$ cat src/hdl/line_startup_pkg.sv
// constants, states and carriers shared by the line start-up block
`default_nettype none
package line_startup_pkg;
    localparam int addr_w = 12;
    localparam logic [11:0] ctrl_addr = 12'h000;
    localparam logic [11:0] status_addr = 12'h004;
    localparam int ctrl_enable_pos = 0;
    localparam int ctrl_ready_pos = 1;
    localparam int ctrl_loopback_pos = 2;
    localparam logic [2:0] ctrl_reset = 3'h0;
    localparam int status_state_pos = 0;
    localparam int status_live_pos = 4;
    localparam int status_tx_ready_pos = 5;
    localparam int status_rx_ready_pos = 6;
    localparam int status_oper_pos = 7;
    localparam int ready_repeat_multiframes = 3;

    typedef enum logic [3:0] {
        st_off = 4'h1,
        st_framed = 4'h2,
        st_full_rate = 4'h4,
        st_active = 4'h8
    } startup_state_t;

    // per-frame indications from the receiver, same clock
    typedef struct packed {
        logic operational;
        logic full_rate_seen;
        logic layer2_ready_bit;
        logic no_teardown_bit;
        logic loop_only_activation_bit;
    } rx_status_t;

    // per-frame orders to the transmit framer, held for a whole frame except the ones that turning off clears at once
    typedef struct packed {
        logic sending;
        logic full_rate;
        logic inverted_frame_word;
        logic overhead_normal;
        logic payload_live;
        logic payload_fill;
        logic layer2_ready_bit;
    } tx_ctrl_t;
endpackage : line_startup_pkg
`default_nettype wire

$ cat src/hdl/line_startup.sv
// start-up signal sequencing for one end of a 2-wire line transceiver, with apb registers
// Operation
// - framed start-up signal always carries the normal frame word, never the inverted one.
// - full-rate signal fills overhead bits as in normal operation.
// - payload stays at start-up value until both readiness bits show transparency, except loopback.
// - held payload is all ONE at network termination, all ZERO at line termination.
// - full-rate signal, once started, runs until the transceiver is turned off.
// - network termination goes active on terminal ready or far full-rate signal, whichever first.
// - received loop-only activation bit is used only when that option is built in.
// - network termination goes transparent only when operational, far ready ONE, no-teardown ONE, except loopback.
// - each change of transmitted readiness bit repeats in at least three multiframes.
//
// The address map and register access over APB were left to the implementer.
`default_nettype none
module line_startup #(
    parameter bit IS_NT = 1'b1,
    parameter bit LOOP_ONLY_OPT = 1'b0,
    parameter int READY_REPEAT = line_startup_pkg::ready_repeat_multiframes
) (
    input wire logic mclk,
    input wire logic rstn,
    input wire logic psel,
    input wire logic penable,
    input wire logic pwrite,
    input wire logic [line_startup_pkg::addr_w-1:0] paddr,
    input wire logic [31:0] pwdata,
    output var logic [31:0] prdata,
    output var logic pready,
    output var logic pslverr,
    input wire logic frame_start,
    input wire logic multiframe_start,
    input wire line_startup_pkg::rx_status_t rx,
    input wire logic terminal_ready_indication,
    output var line_startup_pkg::tx_ctrl_t tx,
    output var logic active
);
    initial begin
        if (READY_REPEAT < 3) begin
            $error("line_startup: READY_REPEAT below three multiframes");
        end
    end

    ////////////////////////////////////////////////////////////////////////////
    // pin synchroniser and apb registers

    logic term_meta;
    logic term_ready;
    always_ff @(posedge mclk or negedge rstn) begin
        if (!rstn) begin
            term_meta <= 1'b0;
            term_ready <= 1'b0;
        end else begin
            term_meta <= terminal_ready_indication;
            term_ready <= term_meta;
        end
    end

    logic [2:0] ctrl;
    line_startup_pkg::startup_state_t state;
    logic apb_access;
    logic addr_ok;
    assign apb_access = psel && penable && !pready;
    assign addr_ok = (paddr == line_startup_pkg::ctrl_addr) || (paddr == line_startup_pkg::status_addr);

    // one wait state: pready is registered so every output stays a flop
    always_ff @(posedge mclk or negedge rstn) begin
        if (!rstn) begin
            pready <= 1'b0;
            pslverr <= 1'b0;
            prdata <= 32'h0;
        end else begin
            pready <= apb_access;
            pslverr <= apb_access && !addr_ok;
            prdata <= 32'h0;
            if (apb_access && !pwrite && paddr == line_startup_pkg::ctrl_addr) begin
                prdata <= {29'h0, ctrl};
            end else if (apb_access && !pwrite && paddr == line_startup_pkg::status_addr) begin
                prdata[line_startup_pkg::status_state_pos +: 4] <= state;
                prdata[line_startup_pkg::status_live_pos] <= tx.payload_live;
                prdata[line_startup_pkg::status_tx_ready_pos] <= tx.layer2_ready_bit;
                prdata[line_startup_pkg::status_rx_ready_pos] <= rx.layer2_ready_bit;
                prdata[line_startup_pkg::status_oper_pos] <= rx.operational;
            end
        end
    end

    always_ff @(posedge mclk or negedge rstn) begin
        if (!rstn) begin
            ctrl <= line_startup_pkg::ctrl_reset;
        // the write lands at the edge that completes the transfer, when pready is seen high
        end else if (psel && penable && pready && pwrite && paddr == line_startup_pkg::ctrl_addr) begin
            ctrl <= pwdata[2:0];
        end
    end

    logic enable;
    logic sw_ready;
    logic loopback;
    assign enable = ctrl[line_startup_pkg::ctrl_enable_pos];
    assign sw_ready = ctrl[line_startup_pkg::ctrl_ready_pos];
    assign loopback = ctrl[line_startup_pkg::ctrl_loopback_pos];

    ////////////////////////////////////////////////////////////////////////////
    // start-up state machine

    logic loop_only_seen;
    logic go_active;
    line_startup_pkg::startup_state_t next_state;
    assign loop_only_seen = LOOP_ONLY_OPT && rx.loop_only_activation_bit;
    assign go_active = IS_NT ? (term_ready || rx.full_rate_seen || loop_only_seen) : rx.full_rate_seen;

    always_comb begin
        next_state = state;
        case (state)
            line_startup_pkg::st_off: begin
                if (enable) next_state = line_startup_pkg::st_framed;
            end
            line_startup_pkg::st_framed: begin
                if (rx.operational) next_state = line_startup_pkg::st_full_rate;
            end
            line_startup_pkg::st_full_rate: begin
                if (go_active) next_state = line_startup_pkg::st_active;
            end
            line_startup_pkg::st_active: begin
                next_state = line_startup_pkg::st_active;
            end
            default: begin
                next_state = line_startup_pkg::st_off;
            end
        endcase
        if (!enable) begin
            next_state = line_startup_pkg::st_off;
        end
    end

    always_ff @(posedge mclk or negedge rstn) begin
        if (!rstn) begin
            state <= line_startup_pkg::st_off;
            active <= 1'b0;
        end else begin
            state <= next_state;
            active <= (next_state == line_startup_pkg::st_active);
        end
    end

    ////////////////////////////////////////////////////////////////////////////
    // readiness bit and per-frame transmit orders

    logic ready_req;
    logic ready_held;
    // for the network side the bit reflects the terminal as well as local software
    assign ready_req = (state == line_startup_pkg::st_active) && sw_ready && (!IS_NT || term_ready);

    repeat_hold #(
        .REPEAT(READY_REPEAT)
    ) u_ready_hold (
        .mclk(mclk),
        .rstn(rstn),
        .multiframe_start(multiframe_start),
        .req(ready_req),
        .held(ready_held)
    );

    logic transparent_ok;
    logic full_rate_now;
    assign full_rate_now = (state == line_startup_pkg::st_full_rate) || (state == line_startup_pkg::st_active);
    assign transparent_ok = (state == line_startup_pkg::st_active) && rx.operational && tx.layer2_ready_bit
        && rx.layer2_ready_bit && (!IS_NT || rx.no_teardown_bit);

    // orders change at frame starts and the ready bit at multiframe starts; turning off clears sending, full rate and live payload at once
    always_ff @(posedge mclk or negedge rstn) begin
        if (!rstn) begin
            tx <= '0;
        end else begin
            if (!enable) begin
                tx.sending <= 1'b0;
                tx.full_rate <= 1'b0;
                tx.payload_live <= 1'b0;
            end else if (frame_start) begin
                tx.sending <= (state != line_startup_pkg::st_off);
                tx.full_rate <= full_rate_now || tx.full_rate;
                tx.inverted_frame_word <= multiframe_start && (full_rate_now || tx.full_rate);
                tx.overhead_normal <= full_rate_now || tx.full_rate;
                tx.payload_live <= full_rate_now && (loopback || transparent_ok);
                tx.payload_fill <= IS_NT;
            end
            if (multiframe_start) begin
                tx.layer2_ready_bit <= ready_held;
            end
        end
    end

    ////////////////////////////////////////////////////////////////////////////
    // checks

    logic [1:0] mf_since_change;
    always_ff @(posedge mclk or negedge rstn) begin
        if (!rstn) begin
            mf_since_change <= 2'h3;
        end else if (multiframe_start && tx.layer2_ready_bit != ready_held) begin
            mf_since_change <= 2'h0;
        end else if (multiframe_start && mf_since_change != 2'h3) begin
            mf_since_change <= mf_since_change + 2'h1;
        end
    end

    a_framed_word_normal: assert property (@(posedge mclk) disable iff (!rstn)
        frame_start && enable && state == line_startup_pkg::st_framed && !tx.full_rate |=> !tx.inverted_frame_word)
        else $error("inverted frame word during framed start-up");
    a_overhead_normal: assert property (@(posedge mclk) disable iff (!rstn)
        $rose(tx.full_rate) |-> tx.overhead_normal)
        else $error("full-rate signal without normal overhead");
    a_payload_held: assert property (@(posedge mclk) disable iff (!rstn)
        frame_start && enable && !loopback && !(tx.layer2_ready_bit && rx.layer2_ready_bit) |=> !tx.payload_live)
        else $error("payload live before both readiness bits");
    a_fill_value: assert property (@(posedge mclk) disable iff (!rstn)
        tx.full_rate && !tx.payload_live ##1 tx.full_rate |-> tx.payload_fill == IS_NT)
        else $error("wrong held payload value");
    a_full_rate_holds: assert property (@(posedge mclk) disable iff (!rstn)
        tx.full_rate && enable ##1 enable |-> tx.full_rate)
        else $error("full-rate signal stopped while enabled");
    a_nt_active_first: assert property (@(posedge mclk) disable iff (!rstn)
        IS_NT && enable && state == line_startup_pkg::st_full_rate && (term_ready || rx.full_rate_seen)
        |=> state == line_startup_pkg::st_active ##0 active)
        else $error("network side did not go active");
    a_loop_only_ignored: assert property (@(posedge mclk) disable iff (!rstn)
        !LOOP_ONLY_OPT && state == line_startup_pkg::st_full_rate && !term_ready && !rx.full_rate_seen
        |=> state != line_startup_pkg::st_active)
        else $error("active without a valid cause");
    a_nt_teardown_block: assert property (@(posedge mclk) disable iff (!rstn)
        IS_NT && frame_start && !loopback && !(rx.no_teardown_bit && rx.operational) |=> !tx.payload_live)
        else $error("network side transparent without no-teardown or operational status");
    a_ready_repeat: assert property (@(posedge mclk) disable iff (!rstn)
        multiframe_start && tx.layer2_ready_bit != ready_held |-> mf_since_change >= 2'h2)
        else $error("readiness bit changed within three multiframes");
    a_payload_frame_edge: assert property (@(posedge mclk) disable iff (!rstn)
        $rose(tx.payload_live) |-> $past(frame_start))
        else $error("payload went live away from a frame boundary");
endmodule : line_startup
`default_nettype wire

$ cat src/hdl/repeat_hold.sv
// holds a transmitted bit for a minimum number of multiframes after each change
`default_nettype none
module repeat_hold #(
    parameter int REPEAT = 3
) (
    input wire logic mclk,
    input wire logic rstn,
    input wire logic multiframe_start,
    input wire logic req,
    output var logic held
);
    localparam int cnt_w = $clog2(REPEAT + 1);

    initial begin
        if (REPEAT < 1) begin
            $error("repeat_hold: REPEAT must be at least one");
        end
    end

    logic [cnt_w-1:0] cnt;

    // a change is only taken at a multiframe start and then kept for REPEAT multiframes
    always_ff @(posedge mclk or negedge rstn) begin
        if (!rstn) begin
            held <= 1'b0;
            cnt <= '0;
        end else if (multiframe_start) begin
            if (cnt != '0) begin
                cnt <= cnt - 1'b1;
            end else if (held != req) begin
                held <= req;
                cnt <= cnt_w'(REPEAT - 1);
            end
        end
    end
endmodule : repeat_hold
`default_nettype wire

$ cat config.mk
export PLATFORM = sky130hd
export DESIGN_NAME = line_startup
export DESIGN_NICKNAME = d
export VERILOG_FILES = /design/src/hdl/line_startup_pkg.sv /design/src/hdl/line_startup.sv /design/src/hdl/repeat_hold.sv
export SDC_FILE = /design/constraint.sdc
export NUM_CORES = 1
export LEC_CHECK = 0
export ABC_AREA = 1
export BUFFER_PORTS_ARGS = -buffer_cell sky130_fd_sc_hd__clkbuf_2
export CORE_ASPECT_RATIO = 1.75
export CORE_UTILIZATION = 45
export CTS_CLUSTER_SIZE = 10
export DETAILED_ROUTE_END_ITERATION = 10
export PLACE_DENSITY = 0.85
export SLEW_MARGIN = 20
export SYNTH_ARGS = -nofsm -noshare
export SYNTH_HDL_FRONTEND = slang
export SYNTH_SLANG_ARGS = --single-unit
$ cat constraint.sdc
create_clock -name mclk -period 3.15 [get_ports mclk]
set_clock_uncertainty 0.05 [all_clocks]
set_input_delay 0.63 -clock mclk [delete_from_list [all_inputs] [get_ports mclk]]
set_output_delay 0.63 -clock mclk [all_outputs]
set_load 0.005 [all_outputs]
# Word-level counts from Yosys, hierarchy flattened
# Index checks and enable logic that the tools add are counted.
# word_totals
output_inout_bits	42
register_bits	30
rom_bits	0
latch_bits	0
mem_bits_rw	0
memories	0
wordCells	70
# op_classes
bitwise	1
reduce_logical	31
n_eq_ne	9
n_addsub	1
shifts	0
mux	11
mul	0
order_cmp	0
div_mod_pow	0
# ops
op	n
logical AND 1 bit	17
two-way mux 8 bit	2
one-hot mux 4 bit (4 select lines)	1
equality test 12 x 3 -> 1 bit, second input constant	1
logical NOT 12 bit	1
two-way mux 4 bit	3
equality test 4 bit, second input constant	2
two-way mux 2 bit	3
two-way mux 6 bit	1
logical OR 1 bit	5
equality test 4 x 1 -> 1 bit, second input constant	1
equality test 4 x 2 -> 1 bit, second input constant	1
equality test 4 x 3 -> 1 bit, second input constant	1
!= test 4 x 1 -> 1 bit, second input constant	1
AND reduction 2 bit	2
nonzero test 2 bit	2
logical NOT 1 bit	3
AND reduction 3 bit	1
!= test 2 bit, second input constant	1
subtractor 2 x 1 -> 2 bit, second input constant	1
two-way mux 1 bit	1
!= test 1 bit	1
inverter 1 bit	1

# Logic depth before layout (Yosys ltp)
# Gate-level depths: netlist (run 1).
# depth
depth_word	9
depth_mapped	8

# Cells and area by module
# Synthesis (run 1) repeated with hierarchy kept, for this count alone.
# unflattened
cells_unflattened	180
hier_area_um2	1582.8
# by_module_without_submodules
module	seq_area_each_um2	cells_each	area_per_inst_um2	n_inst
line_startup	676.9	156	1398.8	1
repeat_hold	75.1	24	183.9	1

# Least setup slack after synthesis (run 1)
# Ideal clock, no wire load.
# synth_path
path_type	input -> register
from	input port paddr[1] (netlist bit)
to	register prdata[3]
required_ns	3.031
path_slack_ns	1.722
t_arrival_ns	1.309
stages	6
setup_time_ns	0.069
path_cell_list	or2_4 nor2_4 nand2_2 nor2_4 nand2_4 nor2_2
# synth_via
elab_chain_cells	4
# synth_lines
element	line_no	text
start: declaration	line_startup.sv:25	input wire logic [line_startup_pkg::addr_w-1:0] paddr,
equality test 12 x 3 -> 1 bit	line_startup.sv:77	end else if (apb_access && !pwrite && paddr == line_startup_pkg::status_addr) begin
logical AND 1 bit	line_startup.sv:77	
two-way mux 8 bit	line_startup.sv:77	
two-way mux 8 bit (*)	line_startup.sv:75	if (apb_access && !pwrite && paddr == line_startup_pkg::ctrl_addr) begin
end signal: assignment	line_startup.sv:76	prdata <= {29'h0, ctrl};
end signal: indexed assignment	line_startup.sv:78	prdata[line_startup_pkg::status_state_pos +: 4] <= state;
end signal: indexed assignment	line_startup.sv:79	prdata[line_startup_pkg::status_live_pos] <= tx.payload_live;
end: declaration	line_startup.sv:27	output var logic [31:0] prdata,
# Every way passes the cells marked *; elsewhere a longest branch is shown, timed or not.
# A chain may end at the register's enable or synchronous reset.

# Worst setup path in the final report (run 1)
# layout_path
from	register tx[0] (netlist bit)
to	output port tx[0] (netlist bit)
# layout_lines
element	line_no	text
start: declaration	line_startup.sv:34	output var line_startup_pkg::tx_ctrl_t tx,
# No word-level cell between the ends.

==> metrics.txt, run 1 <==
antenna violations before repair 0; GRT overflow 0; CP Class reg2out; first-pass GRT wire length 4330 µm; nets 281; Final TNS setup 0 ns; critical path, cell by cell clkbuf_2; final hold violations 0; power per cell area 510 mW/mm²; GRT Overall Usage 17.3%; Post-CTS Hold Buffers 0; Seq/Total Area, Yosys 49.2%; Die Span Y 79.1 µm; Antenna Diode Count 0; ranking of synthesized cells by area dfrtp_1, buf_4, nand2_1; Cell Area, Synth 0.00153 mm²; HP Class reg2reg; fin. max-slew vios 0; DR iter-0 viols 22; min cycle time layout 1.49 ns; XOR/XNOR Fraction of Synth Area 0%; Synth Area in Simple Gates 25.7%; CP max stage delay 0.40 ns; Core Util, Final 57.0%; syn avg cell area 8.78 µm²; Peak Freq 673 MHz; Sink Count 30; area leader, netlist dfrtp_1; Worst EP arrival 0.81 ns; Worst setup SP type register; drt via density 4.39; top-count cell post-synth nand2_1; CP Capture Type primary output; Rel. slew slack 52.2%; DP HPWL 2050 µm; Netlist cell types 27; CP max FO 3; main flop type after synthesis dfrtp_1; Die ar. 0.00364 mm²; drt drc 0; Synth Area in Compound Gates 5.65%; Pre-Repair DR Iteration Count 4; Synth top area share 47.5%; RSZ-0062 raised after global routing no; Max IR drop VDD 275 µV; MaxCap Viol Count 0; core area 0.00318 mm²; IO Pins 99; outcome complete, no violations; CTS Buffer Depth 2; Setup Buffers After CTS 0; Post-Synth Adder-Cell Area 1.64%; Total Wirelength 2650 µm; PostCTS Resize Cnt 0; PortBufs 44; H-tree depth 2; DR WL/cell 9.97 µm; layout cells sized above 1 32.7%; Pleak 1.02 nW; TritonCTS buffer count 5; Synth top cells by count nand2_1, dfrtp_1, buf_4; Clock transition at path regs 0.06 ns; final setup fails 0; CP bufs+invs 1; CTS tree yes; routed via count 1169; largest family of logic cells by synthesized area simple AND/OR/NAND/NOR gates; asr flop ratio synth 100%; antenna-violating nets left 0; FP Rows 27; root buf cell clkbuf_8; final estimated routing congestion in global placement 0.783; final worst path period share 47.2%; vias in the first global route 1068; #FFs+latches synth 30; post-synthesis mux area share 0%; EDFF count, synth 0; Worst-Skew Late Latency 0.29 ns; Area Growth Syn to Fin 18.4%; Top delay family on crit path flip-flops; die width 46.0 µm; Crit path required time 2.47 ns; Synth Warn # 0; Cells after Synth 174; Hold WS 0.300 ns; initial core utilization 48.1%; Slowest-stage cell, CP dfrtp_1; Worst-Margin Slew 0.716 ns; largest net degree at the start of global routing 31
## cells by family (layout without fill, tap and decap cells)
kind of cell    Yosys count  count (layout)
fa+ha+maj                 2               2
simple gates             78              78
flops                    30              30
other cells               1              24
buf+inv                  47              73
compound gates           16              16
## registers in the layout, summed over array words and instances, names as in the netlist
signal / flops
prdata: 8
tx: 7
state: 4
ctrl: 3
u_ready_hold.cnt: 2
active: 1
pready: 1
pslverr: 1
term_meta: 1
term_ready: 1
u_ready_hold.held: 1
## layout make-up
type                       count  area [µm²]
multi-input combinational    120         594
timing repair buffer          44         220
clock buffer                   8         110
sequential                    30         752
tap                           43        53.8
inverter                      21        78.8
fill                         315        1370
## cells in the final DEF, fill, tap and decap left out, types with 2 or more instances in the layout
cell | Yosys | final
o21ai_1 | 5 | 5
nand4_1 | 2 | 2
o21ai_0 | 3 | 3
dfrtp_1 | 29 | 29
conb_1 | 1 | 24
a21oi_1 | 4 | 4
o22ai_1 | 2 | 2
clkbuf_2 | 1 | 44
nand2_1 | 37 | 37
or2_2 | 2 | 2
nor2_2 | 9 | 9
nand3_1 | 9 | 9
ha_1 | 2 | 2
inv_1 | 20 | 20
clkbuf_8 | 0 | 8
nor2_1 | 11 | 11
nor2_4 | 3 | 3
## metrics by stage
stage / power (mW) / instance area (µm²) / worst slack (ns) / std cells
2_1_floorplan: 0.541 / 1610 / 1.72 / 197
3_3_place_gp: 0.563 / 1700 / 1.56 / 258
3_5_place_dp: 0.570 / 1700 / 1.53 / 258
4_1_cts: 0.932 / 1810 / 1.66 / 266
5_1_grt: 0.980 / 1810 / 1.63 / 266
6_report: 0.923 / 1810 / 1.66 / 266
## power breakdown
group          internal, mW  switching [mW]
clock                 0.220           0.141
combinational        0.0532          0.0774
sequential            0.412          0.0187
total                 0.685           0.237
## metal layers
metal	global-route usage, %	vias to the layer above	wire length [µm]
met5	0	-	0
met4	11.8	0	104
met3	5.45	10	172
met2	31.0	49	1500
met1	14.6	523	873
li1	-	587	-
## final timing paths
| check | start | endpoint | slack [ns] | cells after the start |
|---|---|---|---|---|
| setup / recovery | tx[0] | tx[0] | 1.66 | 1 |
| hold / removal | term_meta | term_ready | 0.30 | 0 |
| setup reg to reg | state[0] | tx[4] | 1.83 | 5 |
| hold reg to reg | term_meta | term_ready | 0.30 | 0 |
| max in group asynchronous | rstn | prdata[4] | 2.25 | 1 |
| min in group asynchronous | rstn | pready | 0.33 | 1 |
Note: power is estimated with default switching activity, not from simulation.
==> run 2, diff against run 1 <==
--- a/config.mk
+++ b/config.mk
@@ -8,10 +8,10 @@
 export ABC_AREA = 1
 export BUFFER_PORTS_ARGS = -buffer_cell sky130_fd_sc_hd__clkbuf_2
 export CORE_ASPECT_RATIO = 1.75
-export CORE_UTILIZATION = 45
+export CORE_UTILIZATION = 42
 export CTS_CLUSTER_SIZE = 10
 export DETAILED_ROUTE_END_ITERATION = 10
-export PLACE_DENSITY = 0.85
+export PLACE_DENSITY = 0.8
 export SLEW_MARGIN = 20
 export SYNTH_ARGS = -nofsm -noshare
 export SYNTH_HDL_FRONTEND = slang
==> constraint.sdc (replaced) <==
create_clock -name mclk -period 1.5 [get_ports mclk]
set_clock_uncertainty 0.05 [all_clocks]
set_input_delay 0.3 -clock mclk [delete_from_list [all_inputs] [get_ports mclk]]
set_output_delay 0.3 -clock mclk [all_outputs]
set_load 0.005 [all_outputs]
==> run 2 against run 1 <==
Net effect: non-clock buffer count is 3 higher; sequential power is 110% higher; critical path depth is 4 higher; via count is 1.2% higher; design area is 0.14% lower; final cell count is 1.9% higher; combinational power is 120% higher; first-iteration DRC count is 18% lower; sequential share of layout area is 0.058 points higher; routed wire length is 2.2% higher; die area is 6.9% higher; global-route usage is 1.0 points lower; largest cell class unchanged.
==> metrics.txt, run 2 (synthesized netlist as in run 1, its figures left out) <==
outcome complete, no violations; vias in the first global route 1084; CP max FO 4; CTS tree yes; Sink Count 30; most frequent cells in the layout clkbuf_2, nand2_1, dfrtp_1, conb_1, inv_1; first-pass GRT wire length 4310 µm; Total Wirelength 2710 µm; fin. max-slew vios 0; HP Class in2reg; final setup fails 0; H-tree depth 2; layout cells sized above 1 31.9%; R2R depth 5; final worst path period share 88.0%; Crit path required time 1.61 ns; PostCTS Resize Cnt 0; Final TNS setup 0 ns; drt via density 4.37; dpl cell area 0.00172 mm²; Setup Slack @ Placement 0.193 ns; Pre-Repair DR Iteration Count 4; Clk pwr share 33.7%; Seq pwr share 50.4%; commonest non-fill, non-tap cell in the layout clkbuf_2; Hold Path Depth 1; MaxCap Viol Count 0; CTS Buffer Depth 2; power per cell area 995 mW/mm²; Setup Buffers After CTS 0; antenna-violating nets left 0; root buf cell clkbuf_8; final hold violations 0; DR WL/cell 10.0 µm; Clock transition at path regs 0.06 ns; Max IR drop VDD 635 µV; largest registers prdata: 8 flops, tx: 7 flops, state: 4 flops; CP Class reg2reg; GRT Overall Usage 16.2%; Top reg by flops prdata; nets 284; DP HPWL 2160 µm; combinational share of power 15.9%; Peak Freq 758 MHz; CP Capture Type register; Post-CTS Hold Buffers 1; Antenna Diode Count 0; Die ar. 0.00389 mm²; Worst-Skew Late Latency 0.28 ns; fin area 0.00181 mm²; initial core utilization 44.5%; core area 0.00343 mm²; final estimated routing congestion in global placement 0.778; total net switching power 0.490 mW; IO Pins 99; PortBufs 44; Pleak 1.02 nW; max FFs per register 8; TritonCTS buffer count 5; RSZ-0062 raised after global routing no; antenna violations before repair 0; min cycle time layout 1.32 ns; drt drc 0; Area Growth Syn to Fin 18.3%; Worst EP arrival 1.43 ns; FP Rows 28; Worst setup SP type register; P_int 1.31 mW; largest net degree at the start of global routing 31; die width 47.6 µm; Fillers 361; DR iter-0 viols 18; routed via count 1183; Net Sw Frac 27.2%; GRT overflow 0; Die Span Y 81.8 µm; final worst setup slack 0.181 ns
[run 2: area by class of cell]
class	count	area [µm²]	share of cell area [%]
Multi-Input combinational cell	120	594	32.9
Inverter	21	78.8	4.36
Clock buffer	8	80.1	4.43
Sequential cell	30	752	41.6
Tap cell	45	56.3	3.12
Timing Repair Buffer	47	245	13.6
[run 2: final timing paths]
check	from	end	slack, ns
worst max register to register	state[0]	tx[4]	0.18
worst min register to register	term_meta	term_ready	0.30
max in group asynchronous	rstn	state[0]	0.58
worst max-delay path	state[0]	tx[4]	0.18
min in group asynchronous	rstn	pslverr	0.51
worst min-delay path	terminal_ready_indication	term_meta	0.08
[run 2: power groups by stage]
stage               clock network [mW]  logic (mW)  registers (mW)
detailed placement                   0       0.285           0.918
global placement                     0       0.268           0.915
finish                           0.606       0.286           0.906
CTS                              0.629       0.290           0.903
global route                     0.673       0.333           0.912
floorplan                            0       0.223           0.913
[run 2: stage by stage]
| step | hold slack [ns] | total power [mW] | util (%) | cells |
|---|---|---|---|---|
| 5_1_grt | 0.0604 | 1.92 | 52.6 | 271 |
| 2_1_floorplan | -0.0456 | 1.14 | - | 197 |
| 6_report | 0.0753 | 1.80 | 52.6 | 271 |
| 3_5_place_dp | 0.281 | 1.20 | 50.0 | 262 |
| 3_3_place_gp | 0.278 | 1.18 | 50.0 | 262 |
| 4_1_cts | 0.0658 | 1.82 | 52.6 | 271 |
[run 2: per-layer routing]
metal | vias to the layer above | routed length [µm] | track usage [%]
met1 | 539 | 856 | 13.9
met2 | 47 | 1600 | 29.0
met3 | 8 | 174 | 5.93
li1 | 589 | - | -
met5 | - | 0 | 0
met4 | 0 | 78 | 10.6
[run 2: worst max-delay path, cell delays in order (launching register included)]
cell     delay [ns]
dfstp_2        0.55
nor2_2         0.06
nand2_1        0.14
nand2_1        0.14
o21ai_1        0.19
o21ai_1        0.08
==> run 3, diff against run 2 <==
--- a/config.mk
+++ b/config.mk
@@ -8,10 +8,10 @@
 export ABC_AREA = 1
 export BUFFER_PORTS_ARGS = -buffer_cell sky130_fd_sc_hd__clkbuf_2
 export CORE_ASPECT_RATIO = 1.75
-export CORE_UTILIZATION = 42
+export CORE_UTILIZATION = 38
 export CTS_CLUSTER_SIZE = 10
 export DETAILED_ROUTE_END_ITERATION = 10
-export PLACE_DENSITY = 0.8
+export PLACE_DENSITY = 0.76
 export SLEW_MARGIN = 20
 export SYNTH_ARGS = -nofsm -noshare
 export SYNTH_HDL_FRONTEND = slang
==> constraint.sdc (replaced) <==
create_clock -name mclk -period 1.2 [get_ports mclk]
set_clock_uncertainty 0.05 [all_clocks]
set_input_delay 0.24 -clock mclk [delete_from_list [all_inputs] [get_ports mclk]]
set_output_delay 0.24 -clock mclk [all_outputs]
set_load 0.005 [all_outputs]
==> run 3 against run 2 <==
Net effect: the flow now finishes with violations (negative setup slack); setup slack got worse by 0.20 ns; combinational power rose by 49%; first-iteration DRC count fell by 44%.
==> metrics.txt, run 3 (synthesized netlist as in run 1, its figures left out) <==
GRT overflow 0; Clk pwr share 32.7%; Crit path required time 1.35 ns; Setup Slack @ Placement -0.0263 ns; Worst EP arrival 1.37 ns; first-pass GRT wire length 4460 µm; vias in the first global route 1140; Worst setup SP type register; Top delay family on crit path flip-flops; max FFs per register 8; FP Rows 30; Worst-Skew Late Latency 0.28 ns; Final TNS setup -0.0367 ns; MaxCap Viol Count 0; GRT Overall Usage 14.3%; Top reg by flops prdata; CP Class reg2reg; nets 290; initial core utilization 39.5%; CP Capture Point active; final hold violations 0; total net switching power 0.644 mW; power per cell area 1190 mW/mm²; drt via density 4.25; most frequent cells in the layout clkbuf_2, nand2_1, dfrtp_1, conb_1, inv_1; CP Capture Type register; M1 WL 910 µm; Max IR drop VDD 629 µV; antenna violations before repair 0; CP max stage delay 0.40 ns; Pre-Repair DR Iteration Count 4; Die Span Y 85.9 µm; drt drc 0; min cycle time layout 1.22 ns; WL met3 127 µm; FF-to-FF setup slack -0.02 ns; R2R depth 6; FF-to-FF End active; layout cells sized above 1 41.4%; P_int 1.67 mW; Net Sw Frac 27.8%; DR iter-0 viols 10; Peak Freq 823 MHz; wire length on met2 1690 µm; Pleak 1.05 nW; max layer used met4; TritonCTS buffer count 5; CP bufs+invs 3; IO Pins 99; Clock transition at path regs 0.06 ns; r2r startpoint state[3]; final worst setup slack -0.0154 ns; RSZ-0062 raised after global routing yes; Area Growth Syn to Fin 27.5%; root buf cell clkbuf_8; CP Launch Point state[3]; largest net degree at the start of global routing 31; antenna-violating nets left 0; Fillers 386; final setup fails 3; Die ar. 0.00429 mm²; largest registers prdata: 8 flops, tx: 7 flops, state: 4 flops; PortBufs 44; H-tree depth 2; failing checks negative setup slack; Sink Count 30; final estimated routing congestion in global placement 0.876; fin. max-slew vios 0; CTS Buffer Depth 2; core area 0.00387 mm²; DR WL/cell 10.1 µm; Slowest-stage cell, CP dfrtp_1; CP max FO 3; outcome complete, but fails checks; HP Class in2reg; die width 49.9 µm; combinational share of power 18.4%; CTS tree yes; DP HPWL 2170 µm; routed via count 1191; final worst path period share 101%; critical path, cell by cell inv_2 > nor2_4 > nand2_2 > buf_6 > buf_4 > a21oi_2; Total Wirelength 2840 µm; Seq pwr share 48.9%; commonest non-fill, non-tap cell in the layout clkbuf_2; Antenna Diode Count 0; Levels on crit path 6
## run 3: changes by cell type in the layout (fill, tap and decap cells not counted), moves of 2 or more
cell | previous run | this run
buf_4 | 2 | 6
nand2_2 | 1 | 7
a21oi_2 | 0 | 3
nor2_1 | 11 | 8
nand3_2 | 1 | 4
nand2_1 | 37 | 31
nor2_4 | 3 | 5
nand3_1 | 9 | 5
a21oi_1 | 4 | 1
## run 3: per-layer routing
metal  global-route usage, %  vias to the layer above
met2                    27.3                       43
met3                    3.19                        8
met5                       0                        -
li1                        -                      603
met4                    10.6                        0
met1                    12.2                      537
## run 3: per-stage QoR
| stage | power (mW) | instance area [µm²] | util, % | hold WS, ns | std cells |
|---|---|---|---|---|---|
| floorplan | 1.42 | 1610 | - | -0.106 | 197 |
| global placement | 1.49 | 1760 | 45.6 | 0.156 | 269 |
| detailed placement | 1.51 | 1760 | 45.6 | 0.164 | 269 |
| CTS | 2.29 | 1860 | 48.2 | 0.00618 | 278 |
| global route | 2.45 | 1950 | 50.4 | 0.0112 | 280 |
| finish | 2.32 | 1950 | 50.4 | 0.0140 | 280 |
## run 3: cell type report
| class | count | area [µm²] | area share (%) |
|---|---|---|---|
| clock buffers | 8 | 80.1 | 4.11 |
| well taps | 48 | 60.1 | 3.08 |
| multi-input cells | 120 | 669 | 34.4 |
| inverters | 21 | 78.8 | 4.05 |
| flip-flops and latches | 30 | 753 | 38.7 |
| repair buffers | 53 | 307 | 15.7 |
## run 3: worst register-to-register path, stage by stage, from the launching register on
cell and delay, ns:
dfrtp_1 0.40, inv_2 0.09, nor2_4 0.14, nand2_2 0.08
buf_6 0.12, buf_4 0.13, a21oi_2 0.13
## run 3: how the worst min path moves through the flow
stage / slack, ns / to / cells after the start / start
6_report: 0.01 / term_meta / 1 / terminal_ready_indication
5_1_grt: 0.01 / term_meta / 1 / terminal_ready_indication
4_1_cts: 0.006 / term_meta / 1 / terminal_ready_indication
3_5_place_dp: 0.16 / pslverr / 2 / rstn
3_3_place_gp: 0.16 / pslverr / 2 / rstn
2_1_floorplan: -0.11 / active / 0 / rstn
## run 3: power by group through the flow
stage / combinational, mW / clock [mW] / sequential (mW)
2_1_floorplan: 0.279 / 0 / 1.14
3_3_place_gp: 0.341 / 0 / 1.14
3_5_place_dp: 0.360 / 0 / 1.15
4_1_cts: 0.376 / 0.786 / 1.13
5_1_grt: 0.481 / 0.830 / 1.14
6_report: 0.426 / 0.757 / 1.13
## run 3: repair_timing
action                                 in CTS  in global routing
hold buffers                                1                  0
pin swaps                                   0                  7
resized for setup                           3                 19
endpoints found under the hold margin      29                  0
setup buffers                               0                  2
setup endpoints to repair                   5                 17
